$ cat config.mk
export PLATFORM = sky130hd
export DESIGN_NAME = plp_core
export DESIGN_NICKNAME = d
export VERILOG_FILES = /design/src/rtl/plp_core.v
export VERILOG_INCLUDE_DIRS = /design/src /design/src/rtl
export SDC_FILE = /design/constraint.sdc
export NUM_CORES = 1
export LEC_CHECK = 0
export BUFFER_PORTS_ARGS = -buffer_cell sky130_fd_sc_hd__buf_2
export CAP_MARGIN = 20
export CORE_MARGIN = 3
export CORE_UTILIZATION = 25
export CTS_CLUSTER_DIAMETER = 150
export DETAILED_ROUTE_END_ITERATION = 10
export GPL_TIMING_DRIVEN = 0
export PLACE_DENSITY_LB_ADDON = 0.2
export SLEW_MARGIN = 25
export SYNTH_ARGS = -nofsm -noshare
export SYNTH_HDL_FRONTEND = slang
export SYNTH_SLANG_ARGS = --single-unit
$ cat constraint.sdc
create_clock -name core_clk_in -period 1.6 [get_ports core_clk_in]
set_input_delay 0.32 -clock core_clk_in [delete_from_list [all_inputs] [get_ports core_clk_in]]
set_output_delay 0.32 -clock core_clk_in [all_outputs]
set_load 0.05 [all_outputs]
$ cat src/rtl/plp_consts.vh
// constants for the pci lock, parity and interrupt block
`ifndef PLP_CONSTS_VH
`define PLP_CONSTS_VH
`define PLP_ADDR_CMD      12'h000
`define PLP_ADDR_STAT     12'h004
`define PLP_ADDR_ICSR     12'h008
`define PLP_ADDR_EVT      12'h00c
`define PLP_ADDR_MASK     12'h010
`define PLP_ADDR_STATE    12'h014
`define PLP_CMD_PERR_EN   6
`define PLP_CMD_SERR_EN   8
`define PLP_STAT_DPR      8
`define PLP_STAT_SSE      14
`define PLP_STAT_DPE      15
`define PLP_ICSR_SRC      0
`define PLP_ICSR_EN       8
`define PLP_EVT_ADDR_PERR 0
`define PLP_EVT_DATA_PERR 1
`define PLP_EVT_LOCKED    2
`define PLP_EVT_RETRY     3
`define PLP_EVT_MRETRY    4
`define PLP_EVT_W         5
`define PLP_SPECIAL_CYCLE 4'h1
`define PLP_PERR_DELAY    2
`define PLP_SERR_CLOCKS   1
`endif

$ cat src/rtl/plp_core.v
// pci lock tracking, parity checking, error and interrupt pins, apb registers
`timescale 1ns/1ps
`include "plp_consts.vh"
module plp_core (
	// clock and reset
	input  wire        core_clk_in,
	input  wire        reset_in,
	// apb slave
	input  wire        psel_in,
	input  wire        penable_in,
	input  wire        pwrite_in,
	input  wire [11:0] paddr_in,
	input  wire [31:0] pwdata_in,
	output reg  [31:0] prdata_out,
	output reg         pready_out,
	output reg         pslverr_out,
	// pci pins sampled from the bus, active low where named _n
	input  wire [31:0] ad_in,
	input  wire [3:0]  cbe_n_in,
	input  wire        par_in,
	input  wire        frame_n_in,
	input  wire        irdy_n_in,
	input  wire        trdy_n_in,
	input  wire        stop_n_in,
	input  wire        devsel_n_in,
	input  wire        lock_n_in,
	// transaction context from the surrounding controller
	input  wire        target_sel_in,
	input  wire        target_write_in,
	input  wire        master_active_in,
	input  wire        master_read_in,
	input  wire        int_event_in,
	// pci driver controls
	output reg         inta_n_oe_out,
	output reg         serr_n_oe_out,
	output reg         perr_n_out,
	output reg         perr_n_oe_out,
	output reg         lock_n_oe_out,
	// status to the surrounding controller
	output reg         target_retry_out,
	output reg         master_retry_out,
	output reg         locked_out,
	output reg         irq_out
);
	localparam ST_UNLOCKED = 2'b01;
	localparam ST_LOCKED   = 2'b10;
	localparam SW = 43;
	////////////////////////////////////////////////////////////////////////
	// two-stage synchroniser on every bus input
	reg [SW-1:0] sync1;
	reg [SW-1:0] sync2;
	always @(posedge core_clk_in) begin
		if (reset_in) begin
			sync1 <= {SW{1'b1}};
			sync2 <= {SW{1'b1}};
		end else begin
			sync1 <= {ad_in, cbe_n_in, par_in, frame_n_in, irdy_n_in, trdy_n_in,
				stop_n_in, devsel_n_in, lock_n_in};
			sync2 <= sync1;
		end
	end
	wire [31:0] s_ad     = sync2[42:11];
	wire [3:0]  s_cbe_n  = sync2[10:7];
	wire        s_par    = sync2[6];
	wire        s_frame  = ~sync2[5];
	wire        s_irdy   = ~sync2[4];
	wire        s_trdy   = ~sync2[3];
	wire        s_stop   = ~sync2[2];
	wire        s_devsel = ~sync2[1];
	wire        s_lock   = ~sync2[0];
	////////////////////////////////////////////////////////////////////////
	// bus phase tracking
	reg        frame_d;
	reg        busy;
	reg [3:0]  cmd_cap;
	wire       frame_start = s_frame & ~frame_d & ~busy;
	wire       xfer        = s_irdy & s_trdy;
	wire       last_xfer   = xfer & ~s_frame;
	wire       special     = (frame_start ? s_cbe_n : cmd_cap) == `PLP_SPECIAL_CYCLE;
	always @(posedge core_clk_in) begin
		if (reset_in) begin
			frame_d <= 1'b0;
			busy    <= 1'b0;
			cmd_cap <= 4'h0;
		end else begin
			frame_d <= s_frame;
			if (frame_start)
				cmd_cap <= s_cbe_n;
			// the transaction ends once frame and irdy are both released
			busy <= s_frame | s_irdy;
		end
	end
	////////////////////////////////////////////////////////////////////////
	// registers
	reg [15:0]           cmd_reg;
	reg [15:0]           stat_reg;
	reg                  icsr_src;
	reg                  icsr_en;
	reg [`PLP_EVT_W-1:0] evt_reg;
	reg [`PLP_EVT_W-1:0] mask_reg;
	wire perr_en = cmd_reg[`PLP_CMD_PERR_EN];
	wire serr_en = cmd_reg[`PLP_CMD_SERR_EN];
	////////////////////////////////////////////////////////////////////////
	// parity checking
	reg  addr_chk;
	reg  addr_par;
	reg  data_chk;
	reg  data_par;
	reg  data_master;
	reg  data_special;
	reg  rx_d;
	wire receiving  = (target_sel_in & target_write_in) | (master_active_in & master_read_in);
	wire addr_err   = addr_chk & (addr_par ^ s_par);
	wire data_err   = data_chk & (data_par ^ s_par);
	wire serr_fire  = addr_err & serr_en;
	wire perr_fire  = data_err & perr_en & ~data_special;
	always @(posedge core_clk_in) begin
		if (reset_in) begin
			addr_chk     <= 1'b0;
			addr_par     <= 1'b0;
			data_chk     <= 1'b0;
			data_par     <= 1'b0;
			data_master  <= 1'b0;
			data_special <= 1'b0;
			rx_d         <= 1'b0;
			serr_n_oe_out <= 1'b0;
			perr_n_out    <= 1'b1;
			perr_n_oe_out <= 1'b0;
		end else begin
			// address and command from the frame clock, par from the next
			addr_chk <= frame_start;
			addr_par <= ^{s_ad, s_cbe_n};
			data_chk <= xfer & receiving & ~frame_start;
			data_par <= ^{s_ad, s_cbe_n};
			data_master  <= master_active_in;
			data_special <= special;
			rx_d <= receiving;
			serr_n_oe_out <= serr_fire;
			// perr stays enabled for the two clocks after the last received word
			perr_n_oe_out <= receiving | rx_d | data_chk;
			perr_n_out    <= ~perr_fire;
		end
	end
	////////////////////////////////////////////////////////////////////////
	// target lock state
	reg [1:0] lock_state;
	reg       start_pend;
	reg       start_lock_free;
	reg       owner_access;
	reg       unlock_pend;
	reg       retry_evt;
	reg       lock_evt;
	always @(posedge core_clk_in) begin
		if (reset_in) begin
			lock_state       <= ST_UNLOCKED;
			start_pend       <= 1'b0;
			start_lock_free  <= 1'b0;
			owner_access     <= 1'b0;
			unlock_pend      <= 1'b0;
			target_retry_out <= 1'b0;
			locked_out       <= 1'b0;
			retry_evt        <= 1'b0;
			lock_evt         <= 1'b0;
		end else begin
			start_pend  <= frame_start;
			lock_evt    <= 1'b0;
			retry_evt   <= 1'b0;
			if (frame_start) begin
				start_lock_free <= ~s_lock;
				// a start with lock released is the owner's way in
				owner_access <= ~s_lock;
			end
			unlock_pend <= last_xfer & target_sel_in;
			case (lock_state)
			ST_UNLOCKED: begin
				// lock seen already at the start is ignored
				if (start_pend & start_lock_free & s_lock & target_sel_in) begin
					lock_state <= ST_LOCKED;
					lock_evt   <= 1'b1;
				end
			end
			ST_LOCKED: begin
				if (unlock_pend & ~s_lock & owner_access)
					lock_state <= ST_UNLOCKED;
			end
			default: lock_state <= ST_UNLOCKED;
			endcase
			// non-owner held off while the lock stands
			target_retry_out <= (lock_state == ST_LOCKED) & target_sel_in & s_frame &
				~owner_access & ~frame_start;
			retry_evt  <= (lock_state == ST_LOCKED) & start_pend & target_sel_in &
				~owner_access;
			locked_out <= lock_state == ST_LOCKED;
		end
	end
	////////////////////////////////////////////////////////////////////////
	// master side: lock is never driven, retries are passed on
	always @(posedge core_clk_in) begin
		if (reset_in) begin
			lock_n_oe_out    <= 1'b0;
			master_retry_out <= 1'b0;
		end else begin
			lock_n_oe_out    <= 1'b0;
			master_retry_out <= master_active_in & s_stop & s_devsel & ~s_trdy;
		end
	end
	////////////////////////////////////////////////////////////////////////
	// apb slave: one wait state, read data latched as pready rises, write applied at the next edge
	wire access = psel_in & penable_in & pready_out;
	wire wr     = access & pwrite_in;
	wire rd     = access & ~pwrite_in;
	reg  [31:0] next_rdata;
	reg         next_err;
	always @* begin
		next_rdata = 32'h0;
		next_err   = 1'b0;
		if (paddr_in == `PLP_ADDR_CMD)
			next_rdata = {16'h0, cmd_reg};
		else if (paddr_in == `PLP_ADDR_STAT)
			next_rdata = {16'h0, stat_reg};
		else if (paddr_in == `PLP_ADDR_ICSR)
			next_rdata = {23'h0, icsr_en, 7'h0, icsr_src};
		else if (paddr_in == `PLP_ADDR_EVT)
			next_rdata = {27'h0, evt_reg};
		else if (paddr_in == `PLP_ADDR_MASK)
			next_rdata = {27'h0, mask_reg};
		else if (paddr_in == `PLP_ADDR_STATE)
			next_rdata = {30'h0, lock_state};
		else
			next_err = 1'b1;
	end
	wire [`PLP_EVT_W-1:0] evt_set = {master_retry_out, retry_evt, lock_evt, data_err, addr_err};
	always @(posedge core_clk_in) begin
		if (reset_in) begin
			pready_out  <= 1'b0;
			pslverr_out <= 1'b0;
			prdata_out  <= 32'h0;
			cmd_reg     <= 16'h0;
			stat_reg    <= 16'h0;
			icsr_src    <= 1'b0;
			icsr_en     <= 1'b0;
			evt_reg     <= {`PLP_EVT_W{1'b0}};
			mask_reg    <= {`PLP_EVT_W{1'b0}};
			inta_n_oe_out <= 1'b0;
			irq_out       <= 1'b0;
		end else begin
			pready_out  <= psel_in & penable_in & ~pready_out;
			pslverr_out <= psel_in & penable_in & ~pready_out & next_err;
			if (psel_in & penable_in & ~pready_out)
				prdata_out <= pwrite_in ? 32'h0 : next_rdata;
			if (wr & (paddr_in == `PLP_ADDR_CMD))
				cmd_reg <= pwdata_in[15:0] &
					(16'h1 << `PLP_CMD_PERR_EN | 16'h1 << `PLP_CMD_SERR_EN);
			if (wr & (paddr_in == `PLP_ADDR_MASK))
				mask_reg <= pwdata_in[`PLP_EVT_W-1:0];
			if (wr & (paddr_in == `PLP_ADDR_ICSR))
				icsr_en <= pwdata_in[`PLP_ICSR_EN];
			// write one clears, a new event in the same clock wins
			if (wr & (paddr_in == `PLP_ADDR_STAT)) begin
				if (pwdata_in[`PLP_STAT_DPR]) stat_reg[`PLP_STAT_DPR] <= 1'b0;
				if (pwdata_in[`PLP_STAT_SSE]) stat_reg[`PLP_STAT_SSE] <= 1'b0;
				if (pwdata_in[`PLP_STAT_DPE]) stat_reg[`PLP_STAT_DPE] <= 1'b0;
			end
			if (serr_fire)
				stat_reg[`PLP_STAT_SSE] <= 1'b1;
			if (data_err)
				stat_reg[`PLP_STAT_DPE] <= 1'b1;
			if (data_err & data_master & perr_en)
				stat_reg[`PLP_STAT_DPR] <= 1'b1;
			if (wr & (paddr_in == `PLP_ADDR_ICSR) & pwdata_in[`PLP_ICSR_SRC])
				icsr_src <= 1'b0;
			if (int_event_in)
				icsr_src <= 1'b1;
			// event status clears on read; events in the clearing clock survive, events in the wait state before it are lost
			if (rd & (paddr_in == `PLP_ADDR_EVT))
				evt_reg <= evt_set;
			else
				evt_reg <= evt_reg | evt_set;
			// pci interrupt is the open-drain enable, no fixed bus timing implied
			inta_n_oe_out <= icsr_src & icsr_en;
			irq_out       <= |(evt_reg & mask_reg);
		end
	end
endmodule

After elaboration in Yosys (flattened, before gate mapping)
Index checks and enable logic that the tools add are counted.
{"block": "op_classes", "multipliers": 0, "order_cmp": 0, "muxes": 29, "div": 0, "n_bitwise": 66, "eq_ne": 10, "shift": 0, "addsub": 0, "reduce_logical": 15}
{"cell": "$and A1 B1 Y1", "count": 44}
{"cell": "$reduce_xor A36 Y1", "count": 1}
{"cell": "$mux W16", "count": 2}
{"cell": "$mux W32", "count": 1}
{"cell": "$eq A12 B4 Y1 const B", "count": 2}
{"cell": "$eq A12 B5 Y1 const B", "count": 2}
{"cell": "$mux W1", "count": 16}
{"cell": "$mux W5", "count": 3}
{"cell": "$not A1 Y1", "count": 15}
{"cell": "$reduce_bool A2 Y1", "count": 7}
{"cell": "$eq A12 B3 Y1 const B", "count": 1}
{"cell": "$logic_not A12 Y1", "count": 1}
{"cell": "$mux W9", "count": 1}
{"cell": "$mux W2", "count": 4}
{"cell": "$reduce_and A2 Y1", "count": 4}
{"cell": "$and A5 B5 Y5", "count": 1}
{"cell": "$or A5 B5 Y5", "count": 1}
{"cell": "$reduce_or A5 Y1", "count": 1}
{"cell": "$eq A4 B1 Y1 const B", "count": 1}
{"cell": "$mux W4", "count": 1}
{"cell": "$ne A2 B2 Y1 const B", "count": 2}
{"cell": "$or A1 B1 Y1", "count": 4}
{"cell": "$pmux W2 S2", "count": 1}
{"cell": "$eq A2 B1 Y1 const B", "count": 1}
{"cell": "other kinds (3)", "count": 3}
{"block": "word_totals", "mem_bits_ro": 0, "ram_bits": 0, "out_inout_bits": 43, "n_memories": 0, "regBits": 163, "latchBits": 0, "in_bits": 97}

Longest topological paths before layout
Gate-level depths: netlist (run 1).
{"block": "depth", "word_depth": 8, "mapped_depth": 6}

Least setup slack after synthesis (run 1)
No wires, ideal clock.
{"block": "synth_timing", "path_type": "register to register", "startpoint": "reg pready_out", "endpoint": "reg stat_reg[14]", "stages_incl_launch_ff": 6, "setup_time_ps": 116, "path_slack_ps": -189, "arrival_time_ps": 1672, "period_less_slack_ps": 1789, "cell_sequence": "dfxtp_1 > nand4_1 > nand2b_1 > nor2_1 > nand3_1 > a31o_2"}
{"block": "synth_between", "elab_chain_cells": 5}
{"element": "start: declaration", "line": "plp_core.v:15", "text": "output reg pready_out,"}
{"element": "start signal: assignment", "line": "plp_core.v:247", "text": "pready_out <= psel_in & penable_in & ~pready_out;"}
{"element": "$and A1 B1 Y1", "line": "plp_core.v:209", "text": "wire access = psel_in & penable_in & pready_out;"}
{"element": "$and A1 B1 Y1", "line": "plp_core.v:210", "text": "wire wr = access & pwrite_in;"}
{"element": "$and A1 B1 Y1", "line": "plp_core.v:259", "text": "if (wr & (paddr_in == `PLP_ADDR_STAT)) begin"}
{"element": "$reduce_bool A2 Y1 (no line)"}
{"element": "$reduce_and A2 Y1 (no line)"}
{"element": "end signal: indexed assignment", "line": "plp_core.v:260", "text": "if (pwdata_in[`PLP_STAT_DPR]) stat_reg[`PLP_STAT_DPR] <= 1'b0;"}
{"element": "end signal: indexed assignment", "line": "plp_core.v:261", "text": "if (pwdata_in[`PLP_STAT_SSE]) stat_reg[`PLP_STAT_SSE] <= 1'b0;"}
{"element": "end signal: indexed assignment", "line": "plp_core.v:262", "text": "if (pwdata_in[`PLP_STAT_DPE]) stat_reg[`PLP_STAT_DPE] <= 1'b0;"}
{"element": "end: declaration", "line": "plp_core.v:96", "text": "reg [15:0] stat_reg;"}
No other way between the ends.
A chain may end at the register's enable or synchronous reset.

Final worst setup path (run 1)
{"block": "layout_timing", "startpoint": "reg sync2[7]", "endpoint": "reg data_par"}
{"block": "layout_between", "elab_chain_cells": 1}
{"element": "start: declaration", "line": "plp_core.v:51", "text": "reg [SW-1:0] sync2;"}
{"element": "start signal: assignment", "line": "plp_core.v:55", "text": "sync2 <= {SW{1'b1}};"}
{"element": "start signal: assignment", "line": "plp_core.v:59", "text": "sync2 <= sync1;"}
{"element": "$reduce_xor A36 Y1", "line": "plp_core.v:134", "text": "data_par <= ^{s_ad, s_cbe_n};"}
{"element": "end signal: assignment", "line": "plp_core.v:134"}
{"element": "end: declaration", "line": "plp_core.v:108", "text": "reg data_par;"}
No other way between the ends.

==> results.md, run 1 <==
- Routed vias: around 3400
- Post-Syn Instances: 455
- Final WL: approximately 10 mm
- Die footprint: 21400 um^2
- Largest net degree at the start of global routing: 17
- Total track usage: 0.100
- TritonCTS buffer count: 17
- Worst r2r src: sync2[7]
- Crit path DAT: approximately 2000 ps
- Final slew viol count: 0
- Failing checks: setup timing
- Via density: 3.91
- R2R Path End: data_par
- WS Path Type: reg2reg
- Wirelength per Cell: 12.1 um
- # nets final: 685
- Power Density: roughly 1400 nW/um^2
- Drc violations: 0
- Worst Setup EP: data_par
- Routability Congestion: approximately 0.76
- Combinational fraction of design power: 0.085
- TritonRoute pass-1 iters: 4
- Mapped Area: 4910 um^2
- Critical Path RT: approximately 1900 ps
- Total power: 9.03 mW
- Clock sink count: 140
- Leak: 2.70 nW
- Post-synth EDFFs: 0
- Vias in the first global route: 3405
- Yosys cell types: 48
- Fraction of power spent switching nets: 0.216
- Ranking of synthesized cells by area: dfxtp_1 57%, or2_2 11%, xnor2_1 4.6%
- Synth Area per Inst: 10.8 um^2
- Status: finished, violations left
- Async set or reset register ratio after synthesis: 0
- Initial drt markers: between 100 and 150
- Hpwl dp: between 7 and 8 mm
- Area leader, netlist: dfxtp_1
- Worst skew pair latency: around 410 ps
- Initial core utilization: 0.258
- CTS tree: yes
- Clock Power Share: 0.509
- R2r setup slk: -90 ps
- Fmax: 0.590 GHz
- Die Ht: 146 um
- CP Capture Type: register
- Synthesized flop and latch total: between 100 and 150
- Largest regs: sync1 x43, sync2 x43, prdata_out x9
- Share of cells above drive strength 1: 0.421
- Internal power: 7.08 mW
- Ys Warns: 0
- Initial antenna violation count: 0
- Max_slew headroom: 0.526
- # rows: 50
- CP startpoint: sync2[7]
- Seq/Total Area, Yosys: 0.571
- Finished Layout Cells: 861
- Clock transition at path regs: roughly 60 ps
- Root Driver: clkbuf_16
- Hold crit path type: in2reg
- Antenna viol nets, final: 0
- Most common cell in the synthesized netlist: dfxtp_1
- Total I/O pin count: 140
- DP Area: 5780 um^2
- Final setup violation count: 1
- Final hold slack: 82.7 ps
- Total of max-cap violations: 0
- RSZ-0062 raised after global routing: yes
- H-tree depth: 4
- Area grow syn2layout: 32.2%
- First-pass GRT wire length: 17.0 mm
- Setup WS post-layout: -94.4 ps
- Fin Clk Skew: between 5 and 6 ps
- Top FF cell, synth: dfxtp_1
- Grt total ovfl: 0
- Min Tclk post-route: 1690 ps
- Most instantiated cells after synthesis: 140 x dfxtp_1, 86 x or2_2, 34 x nor2_1
- Post-CTS Hold Buffers: 0
- Final period utilization: 1.06
- Fin Setup TNS: -94.4 ps
- Worst-path fanout max: 2
- Placed Instances: 828
- Final core occ: 0.342
- Port-buffer cells: 90
- Die width: 146 um
- Core area: 19000 um^2
- Switching pwr: between 1.5 and 2 mW
- Final instance area: 6500 um^2
- VDD IR-drop max: 0.000750 V
- Sequential share of power: 0.406
- Hold Vio Cnt, Final: 0
- Slew @ Worst Pin: 707 ps
- Pre-CTS setup slack: -422 ps
- Ant diodes: 0
- Startpoint Class: register
- Clock Path Buffers: 2
- Yosys top cell area share: 0.571
- Worst reg-to-reg path cell count: 5
-- critical path, stage by stage (launching register included) --
cell,delay (ps)
dfxtp_1,390
xnor2_2,130
xnor2_1,150
xnor2_1,140
xnor3_1,460
mux2_4,310
-- cell usage in the layout (no fill, tap or decap), types with 2 or more instances in the layout --
cell,netlist,layout
a21oi_1,17,17
a22o_1,5,5
a22oi_1,8,8
and2_1,3,3
and3_1,3,3
buf_2,3,93
buf_4,24,25
bufinv_16,0,7
clkbuf_1,15,15
clkbuf_16,0,17
clkinv_2,0,2
clkinv_4,0,2
conb_1,1,24
dfxtp_1,140,136
dfxtp_2,0,4
inv_1,2,2
mux2i_1,14,14
nand2_1,11,11
nand2b_1,2,2
nand3_1,6,6
nand4_1,4,4
nor2_1,34,34
nor2b_1,5,5
nor3_1,5,5
nor3b_1,2,2
nor4_1,4,3
nor4_2,2,3
o21a_1,2,2
o21ai_0,3,3
o31ai_1,2,2
or2_2,86,86
or3_1,2,2
xnor2_1,26,25
xnor2_2,1,2
xnor3_1,2,2
xor2_1,4,4
-- power groups by stage --
stage                     logic [mW]  registers (mW)  clock network (mW)
after floorplan                0.560            3.75                   0
final                          0.765            3.67                4.60
after global placement         0.764            3.74                   0
after detailed placement       0.769            3.74                   0
after CTS                      0.773            3.67                4.69
after global routing           0.830            3.68                4.86
-- how the worst min path moves through the flow --
stage,startpoint,end,slack [ps],cells after the start
after floorplan,sync1[0],sync2[0],390,1
after global placement,sync1[30],sync2[30],390,1
after detailed placement,sync1[35],sync2[35],390,1
after CTS,ad_in[11],sync1[22],60,2
after global routing,ad_in[22],sync1[33],70,2
final,ad_in[11],sync1[22],80,2
-- final cells by class --
class | instances | area (um^2)
repair buffers | 91 | 458
multi-input cells | 294 | 1950
plain buffers | 42 | 253
clock buffers | 18 | 429
clock inverters | 14 | 265
well taps | 260 | 325
flip-flops and latches | 140 | 2810
fillers | 1997 | 12500
inverters | 2 | 7.51
-- kinds of logic (layout without fill, tap and decap cells) --
family,count (synthesis),count (layout),synth area share
buf+inv,44,167,0.0527
flops,140,140,0.571
simple gates,179,179,0.220
xor+xnor,33,33,0.0660
compound gates,43,43,0.0583
other cells,1,24,0.000763
mux,15,15,0.0316
-- repair_timing --
| action | CTS | global route |
|---|---|---|
| resized for setup | 3 | 4 |
| setup endpoints to repair | 1 | 8 |
| gates cloned | 0 | 0 |
| setup buffers | 0 | 1 |
| pin swaps | 1 | 3 |
-- per-layer routing --
metal	wire length [um]	up-vias	track usage
met5	0	-	0
met4	163	0	0.0395
met3	707	14	0.0360
met2	4740	110	0.156
met1	4810	1518	0.127
li1	-	1724	-
No activity file was read; power rests on OpenSTA's default activity.
==> inputs of run 2 (changes only) <==
CORE_MARGIN = 2   (was 3)
==> results.md, run 2 (synthesis gave the netlist of run 1 again) <==
- RSZ-0062 raised after global routing: yes
- Initial antenna violation count: 0 (unchanged)
- Busiest grt layer: met2
- Commonest cells after routing, fill and taps aside: 135 x dfxtp_1, 93 x buf_2, 86 x or2_2
- Switching pwr: 2.00 mW (+2.5%)
- Final slew viol count: 0 (unchanged)
- Core area: 19400 um^2 (+2.0%)
- Hold crit path type: in2reg
- Met1 usage: 0.130 (+0.00325)
- Clock Power Share: 0.498 (-0.011)
- Post-CTS Hold Buffers: 0 (unchanged)
- H-tree depth: 4 (unchanged)
- Critical Path RT: 1900 ps (about the same)
- Drc violations: 0 (unchanged)
- Grt total ovfl: 0 (unchanged)
- Clock Path Buffers: 2 (unchanged)
- Power Density: 1360 nW/um^2 (-2.4%)
- Slowest stage cell, crit path: xnor3_1
- Largest regs: sync1 x43, sync2 x43, prdata_out x9
- Worst skew pair latency: 410 ps (about the same)
- Final WL: 10.2 mm (-2.0%)
- Antenna viol nets, final: 0 (unchanged)
- Setup WS post-layout: -78.7 ps (+15.7 ps)
- Status: finished, violations left
- Fmax: 0.596 GHz (+0.94%)
- Sequential cell area: 2810 um^2 (about the same)
- Final core occ: 0.336 (-0.00592)
- Die footprint: 20800 um^2 (-2.7%)
- First-pass GRT wire length: 15.8 mm (-6.8%)
- Internal power: 6.83 mW (-3.4%)
- Routability Congestion: 0.737 (-2.7%)
- Fill count: 1993 (-0.20%)
- Fin Setup TNS: -78.7 ps (+15.7 ps)
- Total of max-cap violations: 0 (unchanged)
- Final setup violation count: 1 (unchanged)
- Slowest stage delay, CP: 450 ps (about the same)
- Share of cells above drive strength 1: 0.430 (+0.00927)
- Total track usage: 0.102 (+0.00163)
- Multi-input logic area: 1970 um^2 (+1.2%)
- Clock sink count: 140 (unchanged)
- Fin Clk Skew: 8.66 ps (+3.13 ps)
- Via density: 3.87 (-0.90%)
- CTS tree: yes
- Initial drt markers: 130 (+9.2%)
- Initial core utilization: 0.253 (-0.00506)
- TritonCTS buffer count: 17 (unchanged)
- Sequential share of power: 0.415 (+0.009)
- Fraction of power spent switching nets: 0.226 (+0.0102)
- Die Ht: 144 um (-1.4%)
- Hpwl dp: 7.57 mm (-2.5%)
- Worst-path fanout max: 2 (unchanged)
- Wirelength per Cell: 11.8 um (-2.7%)
- Clock transition at path regs: 60 ps (about the same)
- Combinational fraction of design power: 0.087 (+0.002)
- Startpoint Class: register
- WS Path Type: reg2reg
- Crit path DAT: 1980 ps (about the same)
- TritonRoute pass-1 iters: 4 (unchanged)
- Ant diodes: 0 (unchanged)
- Max_slew headroom: 0.528 (+0.00159)
- Critical Path, Cell by Cell: xnor2_2 -> xnor2_1 -> xnor2_1 -> xnor3_1 -> mux2_4
- Min Tclk post-route: 1680 ps (-15.7 ps)
- M2 GR Usage: 0.155 (-0.000435)
- Total I/O pin count: 140 (unchanged)
- VDD IR-drop max: 0.000759 V (+1.2%)
- CP Capture Type: register
- Vias in the first global route: 3094 (-9.1%)
- Global routing usage on met3: 0.0394 (+0.00340)
- Leak: 2.70 nW (+0.32%)
- # rows: 51 (+2.0%)
- Root Driver: clkbuf_16
- Hold Vio Cnt, Final: 0 (unchanged)
- Largest net degree at the start of global routing: 17 (unchanged)
- Die width: 144 um (-1.4%)
- Final period utilization: 1.05 (-0.00984)
- Failing checks: setup timing
- Routed vias: 3359 (-0.21%)
- Port-buffer cells: 90 (unchanged)
- Crit-path most repeated cell: xnor2_1
- Commonest non-fill, non-tap cell in the layout: dfxtp_1
- # nets final: 686 (+0.15%)
- Slew @ Worst Pin: 705 ps (-2.38 ps)
- Area grow syn2layout: 32.6%
==> run 2: repair_timing <==
item | 4_1_cts | 5_1_grt
pin swaps | 0 | 2
resized for setup | 3 | 8
setup buffers | 0 | 2
endpoints found under the setup margin | 1 | 11
==> run 2: per-stage QoR <==
stage               hold WS (ps)  cell area [um^2]  power, mW  setup WS (ps)  std cells
floorplan                    389              5000       4.31           25.2        478
global placement             393              5780       4.51           -417        833
detailed placement           393              5780       4.51           -420        833
CTS                         64.3              6460       8.94           -108        865
global route                64.2              6510       9.20           -155        867
finish                      86.1              6510       8.83          -78.7        867
==> run 2: final cells by class <==
type / instances / area share
sequential: 140 / 0.431
buffer: 42 / 0.0388
multi-input combinational: 294 / 0.303
clock buffer: 18 / 0.0674
timing repair buffer: 92 / 0.0715
inverter: 2 / 0.00115
tap: 265 / 0.0509
clock inverter: 14 / 0.0357
==> run 2: worst paths after layout <==
kind	slack, ps	end	cells past startpoint	startpoint
setup / recovery	-80	data_par	5	sync2[7]
hold / removal	90	sync1[21]	2	ad_in[10]
setup reg to reg	-80	data_par	5	sync2[7]
hold reg to reg	400	sync2[39]	1	sync1[39]
==> run 2: routing by layer <==
layer  vias up  wire [um]
li1       1730          -
met1      1516       4860
met2       104       4510
met3         9        715
met4         0        121
met5         -          0
==> run 2: power by group through the flow <==
| stage | clock network, mW | registers [mW] | logic [mW] |
|---|---|---|---|
| after floorplan | 0 | 3.75 | 0.560 |
| after global placement | 0 | 3.74 | 0.764 |
| after detailed placement | 0 | 3.74 | 0.768 |
| after CTS | 4.50 | 3.67 | 0.774 |
| after global routing | 4.68 | 3.68 | 0.840 |
| final | 4.40 | 3.67 | 0.765 |
==> run 2: critical path: cells and delay by family, from the launching register on <==
kind          cells  cell delay (ps)
flip-flops        1              340
XOR/XNOR          4              920
multiplexers      1              310
